## src/design/csr_pkg.sv

```systemverilog
// constants, register map and state types for the configurable shift register
package csr_pkg;
    // word width of the data input and output
    localparam int unsigned WORD_WIDTH  = 16;
    localparam int unsigned ADDR_W      = 8;
    localparam int unsigned DATA_W      = 32;
    // register byte offsets
    localparam logic [7:0]  OFS_CTRL    = 8'h00;
    localparam logic [7:0]  OFS_INIT    = 8'h04;
    localparam logic [7:0]  OFS_SCLR    = 8'h08;
    localparam logic [7:0]  OFS_SFRC    = 8'h0c;
    localparam logic [7:0]  OFS_ACLR    = 8'h10;
    localparam logic [7:0]  OFS_AFRC    = 8'h14;
    localparam logic [7:0]  OFS_STAT    = 8'h18;
    // control field positions
    localparam int unsigned CTRL_SR_LVL = 0;
    localparam int unsigned CTRL_EDGE   = 1;
    localparam int unsigned CTRL_LEFT   = 2;
    localparam int unsigned CTRL_LOAD   = 3;
    localparam int unsigned CTRL_RELOAD = 4;
    localparam int unsigned CTRL_BITS   = 4;
    // reset values
    localparam logic [3:0]  CTRL_RST    = 4'hf;
    localparam logic [WORD_WIDTH-1:0] INIT_RST = 16'h0000;
    localparam logic [WORD_WIDTH-1:0] SCLR_RST = 16'h0000;
    localparam logic [WORD_WIDTH-1:0] SFRC_RST = 16'hffff;
    localparam logic [WORD_WIDTH-1:0] ACLR_RST = 16'h0000;
    localparam logic [WORD_WIDTH-1:0] AFRC_RST = 16'hffff;
    // bus answers
    localparam logic [1:0]  RESP_OKAY   = 2'h0;
    localparam logic [1:0]  RESP_SLVERR = 2'h2;
    // bus channel states
    typedef enum logic [0:0] {WR_IDLE = 1'b0, WR_RESP = 1'b1} csr_wr_state_t;
    typedef enum logic [0:0] {RD_IDLE = 1'b0, RD_DATA = 1'b1} csr_rd_state_t;
endpackage : csr_pkg

```

## src/design/csr_top.sv

```systemverilog
// configurable shift register with an axi4-lite configuration port
//
// How it works
// - sync clear input at active edge loads sync_clear_value.
// - async force input loads async_force_value with no edge needed.
// - sync force input at active edge loads sync_force_value.
// - set/reset polarity bit 1 means active high, 0 active low.
// - active_edge_select picks rising or falling shift clock edge.
// - left polarity 1 shifts left on high direction, 0 inverts.
// - load polarity 1 loads on high load_shift, 0 inverts.
// - output starts at initial_output_value before any edge or set.
// - word width is a parameter of the block.
//
// Design decisions made here: the AXI4-Lite register port and the placing of the registers.
module csr_top
#(
    // word width
    parameter int unsigned W = csr_pkg::WORD_WIDTH
)
(
    input  wire logic                       aclk,
    input  wire logic                       aresetn,
    input  wire logic [csr_pkg::ADDR_W-1:0] s_axi_awaddr,
    input  wire logic                       s_axi_awvalid,
    output logic                            s_axi_awready,
    input  wire logic [csr_pkg::DATA_W-1:0] s_axi_wdata,
    input  wire logic [3:0]                 s_axi_wstrb,
    input  wire logic                       s_axi_wvalid,
    output logic                            s_axi_wready,
    output logic [1:0]                      s_axi_bresp,
    output logic                            s_axi_bvalid,
    input  wire logic                       s_axi_bready,
    input  wire logic [csr_pkg::ADDR_W-1:0] s_axi_araddr,
    input  wire logic                       s_axi_arvalid,
    output logic                            s_axi_arready,
    output logic [csr_pkg::DATA_W-1:0]      s_axi_rdata,
    output logic [1:0]                      s_axi_rresp,
    output logic                            s_axi_rvalid,
    input  wire logic                       s_axi_rready,
    input  wire logic                       shift_clk,
    input  wire logic                       sync_clear,
    input  wire logic                       sync_force,
    input  wire logic                       async_clear,
    input  wire logic                       async_force,
    input  wire logic                       load_shift,
    input  wire logic                       direction,
    input  wire logic                       serial_in,
    input  wire logic [W-1:0]               data_in,
    output logic [W-1:0]                    data_out
);
    import csr_pkg::*;

    // configuration registers
    logic [CTRL_BITS-1:0] ctrl_reg, ctrl_next;
    logic [W-1:0]         init_reg, init_next;
    logic [W-1:0]         sclr_reg, sclr_next;
    logic [W-1:0]         sfrc_reg, sfrc_next;
    logic [W-1:0]         aclr_reg, aclr_next;
    logic [W-1:0]         afrc_reg, afrc_next;
    logic                 reload_reg, reload_next;
    // shift core state
    logic [W-1:0]         word_reg, word_next;
    logic                 sclk_prev_reg;
    logic                 edge_hit;
    // write channel state
    csr_wr_state_t        wst_reg, wst_next;
    logic                 awready_reg, awready_next;
    logic                 wready_reg, wready_next;
    logic                 bvalid_reg, bvalid_next;
    logic [1:0]           bresp_reg, bresp_next;
    logic                 aw_have_reg, aw_have_next;
    logic                 w_have_reg, w_have_next;
    logic [ADDR_W-1:0]    aw_addr_reg, aw_addr_next;
    logic [DATA_W-1:0]    w_data_reg, w_data_next;
    logic [3:0]           w_strb_reg, w_strb_next;
    logic [DATA_W-1:0]    wmask;
    // read channel state
    csr_rd_state_t        rst_reg, rst_next;
    logic                 arready_reg, arready_next;
    logic                 rvalid_reg, rvalid_next;
    logic [DATA_W-1:0]    rdata_reg, rdata_next;
    logic [1:0]           rresp_reg, rresp_next;

    // merge a masked write into a register image
    function automatic logic [DATA_W-1:0] merge
    (
        input logic [DATA_W-1:0] old_v,
        input logic [DATA_W-1:0] new_v,
        input logic [DATA_W-1:0] mask
    );
        merge = (old_v & ~mask) | (new_v & mask);
    endfunction : merge

    // byte strobes widened to a bit mask
    genvar gi;
    generate
        for (gi = 0; gi < 4; gi++)
        begin : g_mask
            assign wmask[gi*8 +: 8] = {8{(s_axi_wvalid && wready_reg)
                ? s_axi_wstrb[gi] : w_strb_reg[gi]}};
        end
    endgenerate

    // write channel: address and data taken in either order
    always_comb
    begin
        wst_next     = wst_reg;
        bvalid_next  = bvalid_reg;
        bresp_next   = bresp_reg;
        aw_have_next = aw_have_reg;
        w_have_next  = w_have_reg;
        aw_addr_next = aw_addr_reg;
        w_data_next  = w_data_reg;
        w_strb_next  = w_strb_reg;
        ctrl_next    = ctrl_reg;
        init_next    = init_reg;
        sclr_next    = sclr_reg;
        sfrc_next    = sfrc_reg;
        aclr_next    = aclr_reg;
        afrc_next    = afrc_reg;
        reload_next  = 1'b0;
        if (s_axi_awvalid && awready_reg)
        begin
            aw_have_next = 1'b1;
            aw_addr_next = s_axi_awaddr;
        end
        if (s_axi_wvalid && wready_reg)
        begin
            w_have_next = 1'b1;
            w_data_next = s_axi_wdata;
            w_strb_next = s_axi_wstrb;
        end
        case (wst_reg)
            WR_IDLE:
            begin
                if (aw_have_next && w_have_next)
                begin
                    aw_have_next = 1'b0;
                    w_have_next  = 1'b0;
                    bvalid_next  = 1'b1;
                    bresp_next   = RESP_OKAY;
                    wst_next     = WR_RESP;
                    case (aw_addr_next)
                        OFS_CTRL:
                        begin
                            ctrl_next = CTRL_BITS'(merge(
                                DATA_W'(ctrl_reg), w_data_next, wmask));
                            reload_next = w_data_next[CTRL_RELOAD]
                                & w_strb_next[0];
                        end
                        OFS_INIT: init_next = W'(merge(DATA_W'(init_reg),
                                      w_data_next, wmask));
                        OFS_SCLR: sclr_next = W'(merge(DATA_W'(sclr_reg),
                                      w_data_next, wmask));
                        OFS_SFRC: sfrc_next = W'(merge(DATA_W'(sfrc_reg),
                                      w_data_next, wmask));
                        OFS_ACLR: aclr_next = W'(merge(DATA_W'(aclr_reg),
                                      w_data_next, wmask));
                        OFS_AFRC: afrc_next = W'(merge(DATA_W'(afrc_reg),
                                      w_data_next, wmask));
                        OFS_STAT: bresp_next = RESP_OKAY; // read-only
                        default:  bresp_next = RESP_SLVERR;
                    endcase
                end
            end
            WR_RESP:
            begin
                if (s_axi_bready)
                begin
                    bvalid_next = 1'b0;
                    wst_next    = WR_IDLE;
                end
            end
            default: wst_next = WR_IDLE;
        endcase
        awready_next = (wst_next == WR_IDLE) && !aw_have_next;
        wready_next  = (wst_next == WR_IDLE) && !w_have_next;
    end

    // read channel: one read at a time, unmapped answers slverr
    always_comb
    begin
        rst_next     = rst_reg;
        rvalid_next  = rvalid_reg;
        rdata_next   = rdata_reg;
        rresp_next   = rresp_reg;
        case (rst_reg)
            RD_IDLE:
            begin
                if (s_axi_arvalid && arready_reg)
                begin
                    rvalid_next = 1'b1;
                    rresp_next  = RESP_OKAY;
                    rst_next    = RD_DATA;
                    case (s_axi_araddr)
                        OFS_CTRL: rdata_next = DATA_W'(ctrl_reg);
                        OFS_INIT: rdata_next = DATA_W'(init_reg);
                        OFS_SCLR: rdata_next = DATA_W'(sclr_reg);
                        OFS_SFRC: rdata_next = DATA_W'(sfrc_reg);
                        OFS_ACLR: rdata_next = DATA_W'(aclr_reg);
                        OFS_AFRC: rdata_next = DATA_W'(afrc_reg);
                        OFS_STAT: rdata_next = DATA_W'(word_reg);
                        default:
                        begin
                            rdata_next = '0;
                            rresp_next = RESP_SLVERR;
                        end
                    endcase
                end
            end
            RD_DATA:
            begin
                if (s_axi_rready)
                begin
                    rvalid_next = 1'b0;
                    rst_next    = RD_IDLE;
                end
            end
            default: rst_next = RD_IDLE;
        endcase
        arready_next = (rst_next == RD_IDLE);
    end

    // shift core next value, highest priority first
    always_comb
    begin
        edge_hit = ctrl_reg[CTRL_EDGE] ? (sclk_prev_reg && !shift_clk)
                                       : (!sclk_prev_reg && shift_clk);
        word_next = word_reg;
        if (async_clear == ctrl_reg[CTRL_SR_LVL])
            word_next = aclr_reg;
        else if (async_force == ctrl_reg[CTRL_SR_LVL])
            word_next = afrc_reg;
        else if (reload_reg)
            word_next = init_reg;
        else if (edge_hit)
        begin
            if (sync_clear == ctrl_reg[CTRL_SR_LVL])
                word_next = sclr_reg;
            else if (sync_force == ctrl_reg[CTRL_SR_LVL])
                word_next = sfrc_reg;
            else if (load_shift == ctrl_reg[CTRL_LOAD])
                word_next = data_in;
            else if (direction == ctrl_reg[CTRL_LEFT])
                word_next = {word_reg[W-2:0], serial_in};
            else
                word_next = {serial_in, word_reg[W-1:1]};
        end
    end

    // register all state
    always_ff @(posedge aclk)
    begin
        if (!aresetn)
        begin
            ctrl_reg      <= CTRL_RST;
            init_reg      <= INIT_RST;
            sclr_reg      <= SCLR_RST;
            sfrc_reg      <= SFRC_RST;
            aclr_reg      <= ACLR_RST;
            afrc_reg      <= AFRC_RST;
            reload_reg    <= 1'b0;
            word_reg      <= INIT_RST;
            sclk_prev_reg <= 1'b0;
            wst_reg       <= WR_IDLE;
            awready_reg   <= 1'b0;
            wready_reg    <= 1'b0;
            bvalid_reg    <= 1'b0;
            bresp_reg     <= RESP_OKAY;
            aw_have_reg   <= 1'b0;
            w_have_reg    <= 1'b0;
            aw_addr_reg   <= '0;
            w_data_reg    <= '0;
            w_strb_reg    <= '0;
            rst_reg       <= RD_IDLE;
            arready_reg   <= 1'b0;
            rvalid_reg    <= 1'b0;
            rdata_reg     <= '0;
            rresp_reg     <= RESP_OKAY;
        end
        else
        begin
            ctrl_reg      <= ctrl_next;
            init_reg      <= init_next;
            sclr_reg      <= sclr_next;
            sfrc_reg      <= sfrc_next;
            aclr_reg      <= aclr_next;
            afrc_reg      <= afrc_next;
            reload_reg    <= reload_next;
            word_reg      <= word_next;
            sclk_prev_reg <= shift_clk;
            wst_reg       <= wst_next;
            awready_reg   <= awready_next;
            wready_reg    <= wready_next;
            bvalid_reg    <= bvalid_next;
            bresp_reg     <= bresp_next;
            aw_have_reg   <= aw_have_next;
            w_have_reg    <= w_have_next;
            aw_addr_reg   <= aw_addr_next;
            w_data_reg    <= w_data_next;
            w_strb_reg    <= w_strb_next;
            rst_reg       <= rst_next;
            arready_reg   <= arready_next;
            rvalid_reg    <= rvalid_next;
            rdata_reg     <= rdata_next;
            rresp_reg     <= rresp_next;
        end
    end

    // outputs straight from flip-flops
    assign s_axi_awready = awready_reg;
    assign s_axi_wready  = wready_reg;
    assign s_axi_bvalid  = bvalid_reg;
    assign s_axi_bresp   = bresp_reg;
    assign s_axi_arready = arready_reg;
    assign s_axi_rvalid  = rvalid_reg;
    assign s_axi_rdata   = rdata_reg;
    assign s_axi_rresp   = rresp_reg;
    assign data_out      = word_reg;
endmodule : csr_top

```

## config.mk

```make
export PLATFORM = sky130hd
export DESIGN_NAME = csr_top
export DESIGN_NICKNAME = d
export VERILOG_FILES = /design/src/design/csr_pkg.sv /design/src/design/csr_top.sv
export SDC_FILE = /design/constraint.sdc
export NUM_CORES = 1
export LEC_CHECK = 0
export ABC_AREA = 1
export BUFFER_PORTS_ARGS = -buffer_cell sky130_fd_sc_hd__clkbuf_2
export CAP_MARGIN = 20
export CELL_PAD_IN_SITES_DETAIL_PLACEMENT = 1
export CELL_PAD_IN_SITES_GLOBAL_PLACEMENT = 1
export CORE_MARGIN = 2
export CORE_UTILIZATION = 44
export CTS_BUF_LIST = sky130_fd_sc_hd__clkbuf_4 sky130_fd_sc_hd__clkbuf_8
export DETAILED_ROUTE_END_ITERATION = 8
export PLACE_DENSITY = 0.91
export RECOVER_POWER = 25
export SKIP_LAST_GASP = 1
export SYNTH_ARGS = -nofsm -noshare
export SYNTH_HDL_FRONTEND = slang
export SYNTH_SLANG_ARGS = --single-unit
```

## constraint.sdc

```tcl
create_clock -name aclk -period 4.9 [get_ports aclk]
set_clock_uncertainty 0.2 [all_clocks]
set_input_delay 0.49 -clock aclk [delete_from_list [all_inputs] [get_ports aclk]]
set_output_delay 0.49 -clock aclk [all_outputs]
set_load 0.005 [all_outputs]
```

==> results.yml, run 1 <==
sta:
  finalHoldViolCount: 0
  fin_crit_sh: 0.636
  fmaxAchievable_mhz: 321
  hold-worst-slack_ns: 0.0359
  tns_ns: 0
  setup_violations: 0
  maxSlewHeadroom: -0.226
  report.final.slew_viol_count: 136
  min_period_ns: 3.12
  rsz0062_at_grt: "false"
  tightest_slew_ns: 1.84
global_routing:
  grt_antenna_before_repair: 0
  grt_pass1_vias: 9386
  grt_max_degree: 82
  grt_usage: 0.308
  grt_pass1_wl_mm: 49.8
  grt.overflow.total: 0
pwr:
  power_frac_seq: 0.461
  cellPowerDensity_mw_per_mm2: 297
  leakage_uw: 0.00498
  irDropWorstVdd_v: 0.000181
  p_clk_frac: 0.361
  pwr-share-comb: 0.177
  sw_frac_of_total: 0.310
  switching_power_uw: 896
  intPower_uw: 1990
logic_synthesis:
  synth_compound_area_frac: 0.0787
  synth_fa_ha_area_frac: 0
  syn_area_mm2: 0.00868
  ys_ff_latch: 155
  synth_mux_area_frac: 0
  synth_top_family_by_area: "simple AND/OR/NAND/NOR gates"
  yosys_warnings: 0
  yosys.area_share.simple: 0.440
  yosysSeqAreaShare: 0.358
  synthCells: 1417
  synth_xor_area_frac: 0.00418
  ys_types: 33
  avgSynthCellArea_um2: 6.13
floorplanning:
  die_x_um: 144
  ioPinCount: 140
  coreArea_mm2: 0.0194
  die_h_um: 144
  die-area_mm2: 0.0209
  initial_core_util: 0.447
  rows: 51
critical_path:
  crit_chain: "clkbuf_1 > clkbuf_2 > o21ai_0 > a41oi_1"
  slowest_delay_ns: 1.42
  r2r_slack_ns: 1.83
  crit_start: "aresetn"
  critPathKind: "in -> reg"
  regToRegEndpoint: "data_out[1]"
  rr_worst_depth: 8
  slowest_stage: "clkbuf_2"
  cp-end-kind: "flop"
  cp.arrival_ns: 3.31
  crit_end: "s_axi_bresp[1]"
  worstPathMaxFanout: 81
  critPathLaunchType: "input port"
  worstPathRequired_ns: 5.09
cts:
  cts_tree: "built"
  cts-buffers-inserted: 17
  htree_num_levels: 4
  clock_sinks: 155
  clkTransAtPathRegs_ns: 0.08
  clk_latency_ns: 0.48
  clk_path_buf_depth: 2
  ctsRootBufferMaster: "clkbuf_8"
  cts_setup_buffers: 0
finish:
  final_area_mm2: 0.00972
  fill_cells: 2779
  antenna_cells: 0
  nets: 1568
  final_cell_mix: "nand2_1, nand3_1, nor2_1, dfxtp_1, inv_1"
  layout_commonest_cell: "nand2_1"
  multi_input_area_mm2: 0.00461
  seq_area_mm2: 0.00310
  drive_gt1_frac: 0.115
  syn_to_final_growth_pct: 12.0
detailed_routing:
  vias_per_cell: 5.49
  first_pass_iters: 5
  wl_mm: 31.4
  ant_nets: 0
  num_vias: 9679
  routedWlPerCell_um: 17.8
  drt_iter0_markers: 864
  route.detailed.drc: 0
placement:
  numPortBuffers: 103
  hpwlAfterDp_mm: 21.8
  place_congestion: 0.902
  detailed_place.area_mm2: 0.00929
min_path:
  min_path_type: "in -> reg"
run:
  maxCapViolCount: 2
status:
  outcome: "complete, but fails checks"
  violations: "capacitance limit, slew limit"
[layer usage]
layer  global-route usage  wire length (um)  share of wire
met1                0.411             13500           0.43
met2                0.500             14600           0.47
met3               0.0526              2590          0.083
met4                0.114               734          0.023
met5                    0                 0              0
[power by group through the flow]
stage	Clock [uW]	Sequential, uW	Combinational [uW]
6_report	1040	1330	512
5_1_grt	1100	1340	574
4_1_cts	1050	1330	506
3_5_place_dp	0	1360	498
3_3_place_gp	0	1360	476
2_1_floorplan	0	1350	347
[repair_timing]
action | CTS | global route
endpoints found under the setup margin | 0 | 0
gates resized for setup | 0 | 0
endpoints found under the hold margin | 1 | 0
hold buffers | 1 | 0
[synth_stat cells (all sizes together)]
master / n / area share
nand4: 41 / 0.030
inv: 153 / 0.066
xnor2: 2 / 0.0042
o21ai: 72 / 0.042
clkinv: 4 / 0.0017
a211oi: 1 / 0.00087
a22oi: 1 / 0.00087
a31oi: 1 / 0.00072
conb: 1 / 0.00043
clkbuf: 51 / 0.022
a41oi: 1 / 0.0010
nor3: 4 / 0.0049
nand3: 231 / 0.13
buf: 40 / 0.029
nand2: 384 / 0.17
dfxtp: 155 / 0.36
o311ai: 1 / 0.0010
nor2: 198 / 0.091
or2: 18 / 0.013
nand3b: 2 / 0.0017
a21oi: 56 / 0.032
[worst min path at each step]
stage	from	slack, ns	endpoint	cells after the start
5_1_grt	shift_clk	0.03	sclk_prev_reg	3
6_report	shift_clk	0.04	sclk_prev_reg	3
4_1_cts	shift_clk	0.02	sclk_prev_reg	3
3_5_place_dp	rst_reg	0.23	s_axi_rvalid	1
3_3_place_gp	rst_reg	0.22	s_axi_rvalid	1
2_1_floorplan	rst_reg	0.21	s_axi_rvalid	1
[logic make-up (layout without fill, tap and decap cells)]
group / after synthesis / in the layout
simple gates: 878 / 878
compound gates: 133 / 133
buf+inv: 248 / 312
flops: 155 / 155
xor+xnor: 2 / 2
other cells: 1 / 18
[worst max-delay path, delay by kind of cell]
family	cells	cell delay (ns)
AOI/OAI and AO/OA	2	0.57
buffers and inverters	2	2.20
[through the flow]
stage | instances | worst slack (ns) | util | total power, uW
after global routing | 1763 | 1.62 | 0.501 | 3010
after floorplan | 1434 | 2.77 | - | 1700
after detailed placement | 1729 | 1.88 | 0.479 | 1860
final | 1763 | 1.78 | 0.501 | 2890
after CTS | 1762 | 2.02 | 0.501 | 2890
after global placement | 1729 | 1.98 | 0.479 | 1840
[layout make-up]
cell class,instances,share of cell area
Multi-Input combinational cell,1031,0.474
Clock inverter,11,0.0148
Inverter,157,0.0606
Timing Repair Buffer,123,0.0683
Sequential cell,155,0.319
Tap cell,265,0.0341
Clock buffer,21,0.0284
(Power assumes the default switching activity.)
==> inputs of run 2 (changes only) <==
ABC_AREA = 0   (was 1)
CORE_UTILIZATION = 43   (was 44)
PLACE_DENSITY = 0.85   (was 0.91)
clock period = 3.25 ns   (was 4.9 ns; I/O delays follow)
==> run 2 against run 1 <==
The run now ends clean. Synthesized cell count fell by 33%. Die area shrank 5.3%. Count of clock-buffer cells in the layout is 4 lower. Worst setup slack got worse by 1.5 ns. Sequential cell count is the same. Non-clock buffer count is 20 higher. Area after synthesis is 7.6% lower. Worst hold slack improved by 0.0045 ns. Via count shrank 17%. Register-to-register slack worse by 1.4 ns. Power rose by 41%. Highest routed layer unchanged.
==> results.yml, run 2 <==
placement:
  dp_worst_setup_slack_ns: 0.448
  numPortBuffers: 103
  place_congestion: 0.921
  hpwlAfterDp_mm: 20.8
cts:
  clock_sinks: 155
  clk_path_buf_depth: 2
  cts-buffers-inserted: 17
  clkTransAtPathRegs_ns: 0.09
  ctsRootBufferMaster: "clkbuf_8"
  cts-resized-gates: 0
  cts_tree: "built"
  htree_num_levels: 4
  clk_latency_ns: 0.49
sta:
  rsz0062_at_grt: "false"
  worst_slack_ns: 0.274
  fin_crit_sh: 0.916
  setup_violations: 0
  finalHoldViolCount: 0
  tns_ns: 0
  maxSlewHeadroom: 0.256
  report.final.slew_viol_count: 0
  min_period_ns: 2.98
  fmaxAchievable_mhz: 336
  tightest_slew_ns: 1.12
detailed_routing:
  first_pass_iters: 5
  wl_mm: 30.0
  route.detailed.drc: 0
  num_vias: 8056
  vias_per_cell: 6.27
  drt_iter0_markers: 892
  routedWlPerCell_um: 23.4
  ant_nets: 0
critical_path:
  critPathTopFamily: "simple AND/OR/NAND/NOR gates"
  cp-end-kind: "flop"
  slowest_delay_ns: 0.56
  critPathKind: "in -> reg"
  worstPathRequired_ns: 3.46
  critPathLaunchType: "input port"
  slowest_stage: "dlygate4sd3_1"
  path_buf_inv: 3
  crit_chain: "dlygate4sd3_1 > clkbuf_2 > or4_4 > or3_4 > a211oi_2 > and3_1 > buf_4 > mux2i_1"
  worstPathMaxFanout: 5
  cp.arrival_ns: 3.19
floorplanning:
  die_h_um: 141
  initial_core_util: 0.442
  die-area_mm2: 0.0198
  ioPinCount: 140
  rows: 49
  coreArea_mm2: 0.0181
  die_x_um: 141
run:
  maxCapViolCount: 0
finish:
  nets: 1125
  antenna_cells: 0
  layout_commonest_cell: "dfxtp_1"
  syn_to_final_growth_pct: 14.9
  final_cell_mix: "dfxtp_1, clkbuf_2, mux2i_1, nor2_1, nand2_1"
  drive_gt1_frac: 0.173
  utilization: 0.508
  fill_cells: 2233
logic_synthesis:
  ys_ff_latch: 155
  yosys_warnings: 0
  synth_most_common_cell: "dfxtp_1"
  synth_area_leaders: "dfxtp_1, mux2i_1, o21ai_0"
  synth_ff_type: "dfxtp_1"
  synth_top_area_frac: 0.387
  synthCells: 944
  synth_edf_count: 0
  avgSynthCellArea_um2: 8.49
  syn_area_mm2: 0.00802
  synth_top_area_cell: "dfxtp_1"
  yosysSeqAreaShare: 0.387
  synthArstFlopShare: 0
  synth_common_cells: "dfxtp_1, mux2i_1, nor2_1, nand2_1, o21ai_0"
  ys_types: 70
pwr:
  cellPowerDensity_mw_per_mm2: 442
  sw_frac_of_total: 0.302
  p_clk_frac: 0.372
  power_frac_seq: 0.488
  intPower_uw: 2840
  switching_power_uw: 1230
  irDropWorstVdd_v: 0.000281
  pwr-share-comb: 0.140
  leakage_uw: 0.00367
global_routing:
  grt_antenna_before_repair: 0
  grt_pass1_wl_mm: 46.6
  grt_max_degree: 86
  grt_pass1_vias: 8201
  grt_usage: 0.306
  grt.overflow.total: 0
min_path:
  min_path_type: "in -> reg"
status:
  outcome: "completed"
-- run 2: cell types whose count changed after synthesis, sizes merged, moves of 17 or more --
| cell | before | now |
|---|---|---|
| nand4 | 41 | 3 |
| and2 | 0 | 26 |
| mux2i | 0 | 79 |
| nand3 | 231 | 39 |
| nor2 | 198 | 77 |
| nand2 | 384 | 68 |
| a2111oi | 0 | 17 |
| a2bb2oi | 0 | 17 |
| nand2b | 0 | 26 |
| nor3 | 4 | 57 |
| inv | 153 | 37 |
-- run 2: path summary, 6_finish.rpt --
kind / end / slack, ns / cells after the start / from
max: flop / 0.27 / 8 / s_axi_awaddr[1]
min: s_axi_wready / 0.04 / 3 / s_axi_wvalid
max reg2reg: flop / 0.45 / 4 / s_axi_awready
min reg2reg: s_axi_rdata[4] / 0.27 / 1 / s_axi_rdata[4]
-- run 2: kinds of logic after synthesis --
kind of cell / share of synthesized area
XOR/XNOR: 0.00858
AO/OA/AOI/OAI: 0.198
AND/OR/NAND/NOR: 0.217
multiplexers: 0.123
buffers and inverters: 0.0656
other: 0.000468
flip-flops: 0.387
-- run 2: metrics by stage --
stage               power, uW  hold WS, ns  instances  instance area [um^2]
floorplan                2370        0.217        961                  8080
global placement         2550        0.238       1241                  8730
detailed placement       2570        0.245       1241                  8730
CTS                      4050       0.0231       1283                  9230
global route             4190       0.0366       1284                  9210
finish                   4070       0.0404       1284                  9210
-- run 2: layout make-up --
type / count / area (um^2) / area share
Sequential cell: 155 / 3100 / 0.337
Clock inverter: 15 / 163 / 0.0177
Inverter: 37 / 139 / 0.0151
Timing Repair Buffer: 143 / 830 / 0.0900
Multi-Input combinational cell: 688 / 4460 / 0.484
Clock buffer: 17 / 234 / 0.0254
Tap cell: 229 / 287 / 0.0311
-- run 2: tightest hold or removal path, cell delays in order --
cell,delay (ns)
clkbuf_2,0.11
a21o_1,0.19
nor2_1,0.06
-- run 2: power by group through the flow --
stage | Sequential [uW] | Clock [uW] | Combinational [uW]
after CTS | 1980 | 1510 | 556
after global placement | 2030 | 0 | 523
after global routing | 1990 | 1590 | 610
after detailed placement | 2030 | 0 | 538
final | 1990 | 1520 | 569
after floorplan | 2010 | 0 | 354
-- run 2: routing by layer --
layer	track usage	up-vias	wire length (um)
li1	-	3583	-
met5	0	-	0
met1	0.401	3951	12700
met3	0.0677	87	2710
met2	0.491	435	13500
met4	0.125	0	1070
-- run 2: timing repair --
item	in CTS	in global routing
hold buffers	10	0
setup buffers	0	0
hold endpoints to repair	13	0
==> inputs of run 3 (changes only) <==
PLACE_DENSITY = 0.88   (was 0.85)
==> run 3 against run 2 <==
The flow now finishes with violations (DRC). Utilization up 0.38 points. Worst setup slack worse by 0.0018 ns. Routed wire length up 0.60%. Global-route usage down 0.24 points. Worst hold slack better by 0.00068 ns. Sequential power about the same. Critical path depth unchanged.
==> results.yml, run 3 (synthesis results as in run 2) <==
global_routing:
  grt_pass1_vias: 8297
  grt.overflow.total: 0
  grt_antenna_before_repair: 0
  grt_usage: 0.304
  grt_pass1_wl_mm: 46.1
  grt_max_degree: 55
detailed_routing:
  num_vias: 8115
  first_pass_iters: 9
  routedWlPerCell_um: 23.4
  ant_nets: 0
  drt_iter0_markers: 633
  route.detailed.drc: 1
  vias_per_cell: 6.29
  wl_mm: 30.2
floorplanning:
  initial_core_util: 0.442
  coreArea_mm2: 0.0181
  die_x_um: 141
  die_h_um: 141
  rows: 49
  die-area_mm2: 0.0198
  ioPinCount: 140
pwr:
  leakage_uw: 0.00372
  irDropWorstVdd_v: 0.000252
  power.total_uw: 4120
  cellPowerDensity_mw_per_mm2: 444
cts:
  clk_path_buf_depth: 2
  ctsRootBufferMaster: "clkbuf_8"
  htree_num_levels: 4
  clkTransAtPathRegs_ns: 0.09
  clk_latency_ns: 0.47
  cts-resized-gates: 0
  clock_sinks: 155
  cts_tree: "built"
  cts-buffers-inserted: 17
  cts_setup_buffers: 0
critical_path:
  worstPathRequired_ns: 3.45
  critPathLaunchType: "input port"
  cp.arrival_ns: 3.18
  slowest_delay_ns: 0.57
  cp-end-kind: "flop"
  crit_chain: "dlygate4sd3_1 > clkbuf_2 > or4_4 > or3_4 > a211oi_2 > and3_1 > buf_4 > mux2i_1"
  critPathKind: "in -> reg"
  path_buf_inv: 3
  critPathTopFamily: "simple AND/OR/NAND/NOR gates"
  slowest_stage: "dlygate4sd3_1"
  worstPathMaxFanout: 5
finish:
  antenna_cells: 0
  seq_area_mm2: 0.00310
  layout_commonest_cell: "dfxtp_1"
  fill_cells: 2176
  multi_input_area_mm2: 0.00446
  final_cell_mix: "dfxtp_1, clkbuf_2, mux2i_1, nor2_1, nand2_1"
  nets: 1132
  drive_gt1_frac: 0.180
  final_area_mm2: 0.00928
  syn_to_final_growth_pct: 15.8
status:
  violations: "DRC"
  outcome: "complete, but fails checks"
min_path:
  min_path_type: "in -> reg"
run:
  maxCapViolCount: 0
sta:
  report.final.slew_viol_count: 0
  tightest_slew_ns: 1.32
  fin_crit_sh: 0.916
  finalHoldViolCount: 0
  fmaxAchievable_mhz: 336
  hold-worst-slack_ns: 0.0411
  setup_violations: 0
  rsz0062_at_grt: "false"
  tns_ns: 0
  min_period_ns: 2.98
  maxSlewHeadroom: 0.118
placement:
  numPortBuffers: 103
  place_congestion: 0.970
  hpwlAfterDp_mm: 21.2
  detailed_place.area_mm2: 0.00879
## run 3: routing by layer
| metal | vias to the layer above | part of all wire | wire (um) | track usage |
|---|---|---|---|---|
| met1 | 3976 | 0.41 | 12400 | 0.380 |
| met3 | 119 | 0.080 | 2400 | 0.0643 |
| met5 | - | 0 | 0 | 0 |
| met4 | 0 | 0.047 | 1410 | 0.149 |
| met2 | 423 | 0.46 | 14000 | 0.498 |
| li1 | 3597 | - | - | - |
## run 3: power breakdown
part           leakage (uW)  switching, uW  total, uW  internal [uW]
Sequential          0.00126           45.0       1990           1940
Clock              0.000202            758       1560            803
Combinational       0.00226            361        575            214
Total               0.00372           1160       4120           2960
## run 3: final timing paths
| check | from | end | slack [ns] | depth (start not counted) |
|---|---|---|---|---|
| setup reg to reg | flop | data_out[2] | 0.63 | 7 |
| hold reg to reg | s_axi_rdata[4] | s_axi_rdata[4] | 0.26 | 1 |
| hold / removal | s_axi_wvalid | s_axi_wready | 0.04 | 3 |
| setup / recovery | s_axi_awaddr[1] | flop | 0.27 | 8 |
## run 3: worst reg2reg max path, cell delays in order (launching register included)
cell and delay (ns):
dfxtp_1 0.55, buf_4 0.26, xor2_1 0.25, buf_4 0.21, o21ai_0 0.13, a2111oi_0 0.52
nor3_1 0.13, o32ai_1 0.28
## run 3: final cells by class
cell class              instances  share of cell area
clock buffers                  21              0.0291
clock inverters                11              0.0155
inverters                      37              0.0150
multi-input cells             688               0.480
flip-flops and latches        155               0.334
well taps                     229              0.0309
repair buffers                150              0.0949
## run 3: stage by stage
stage / worst slack (ns) / utilization / std cells
finish: 0.272 / 0.512 / 1291
global route: 0.211 / 0.512 / 1291
CTS: 0.350 / 0.513 / 1291
detailed placement: 0.435 / 0.485 / 1249
global placement: 0.531 / 0.485 / 1249
floorplan: 0.929 / - / 961
## run 3: repair_timing
| item | CTS | global route |
|---|---|---|
| endpoints found under the setup margin | 0 | 0 |
| hold endpoints to repair | 12 | 0 |
| hold buffers | 10 | 0 |
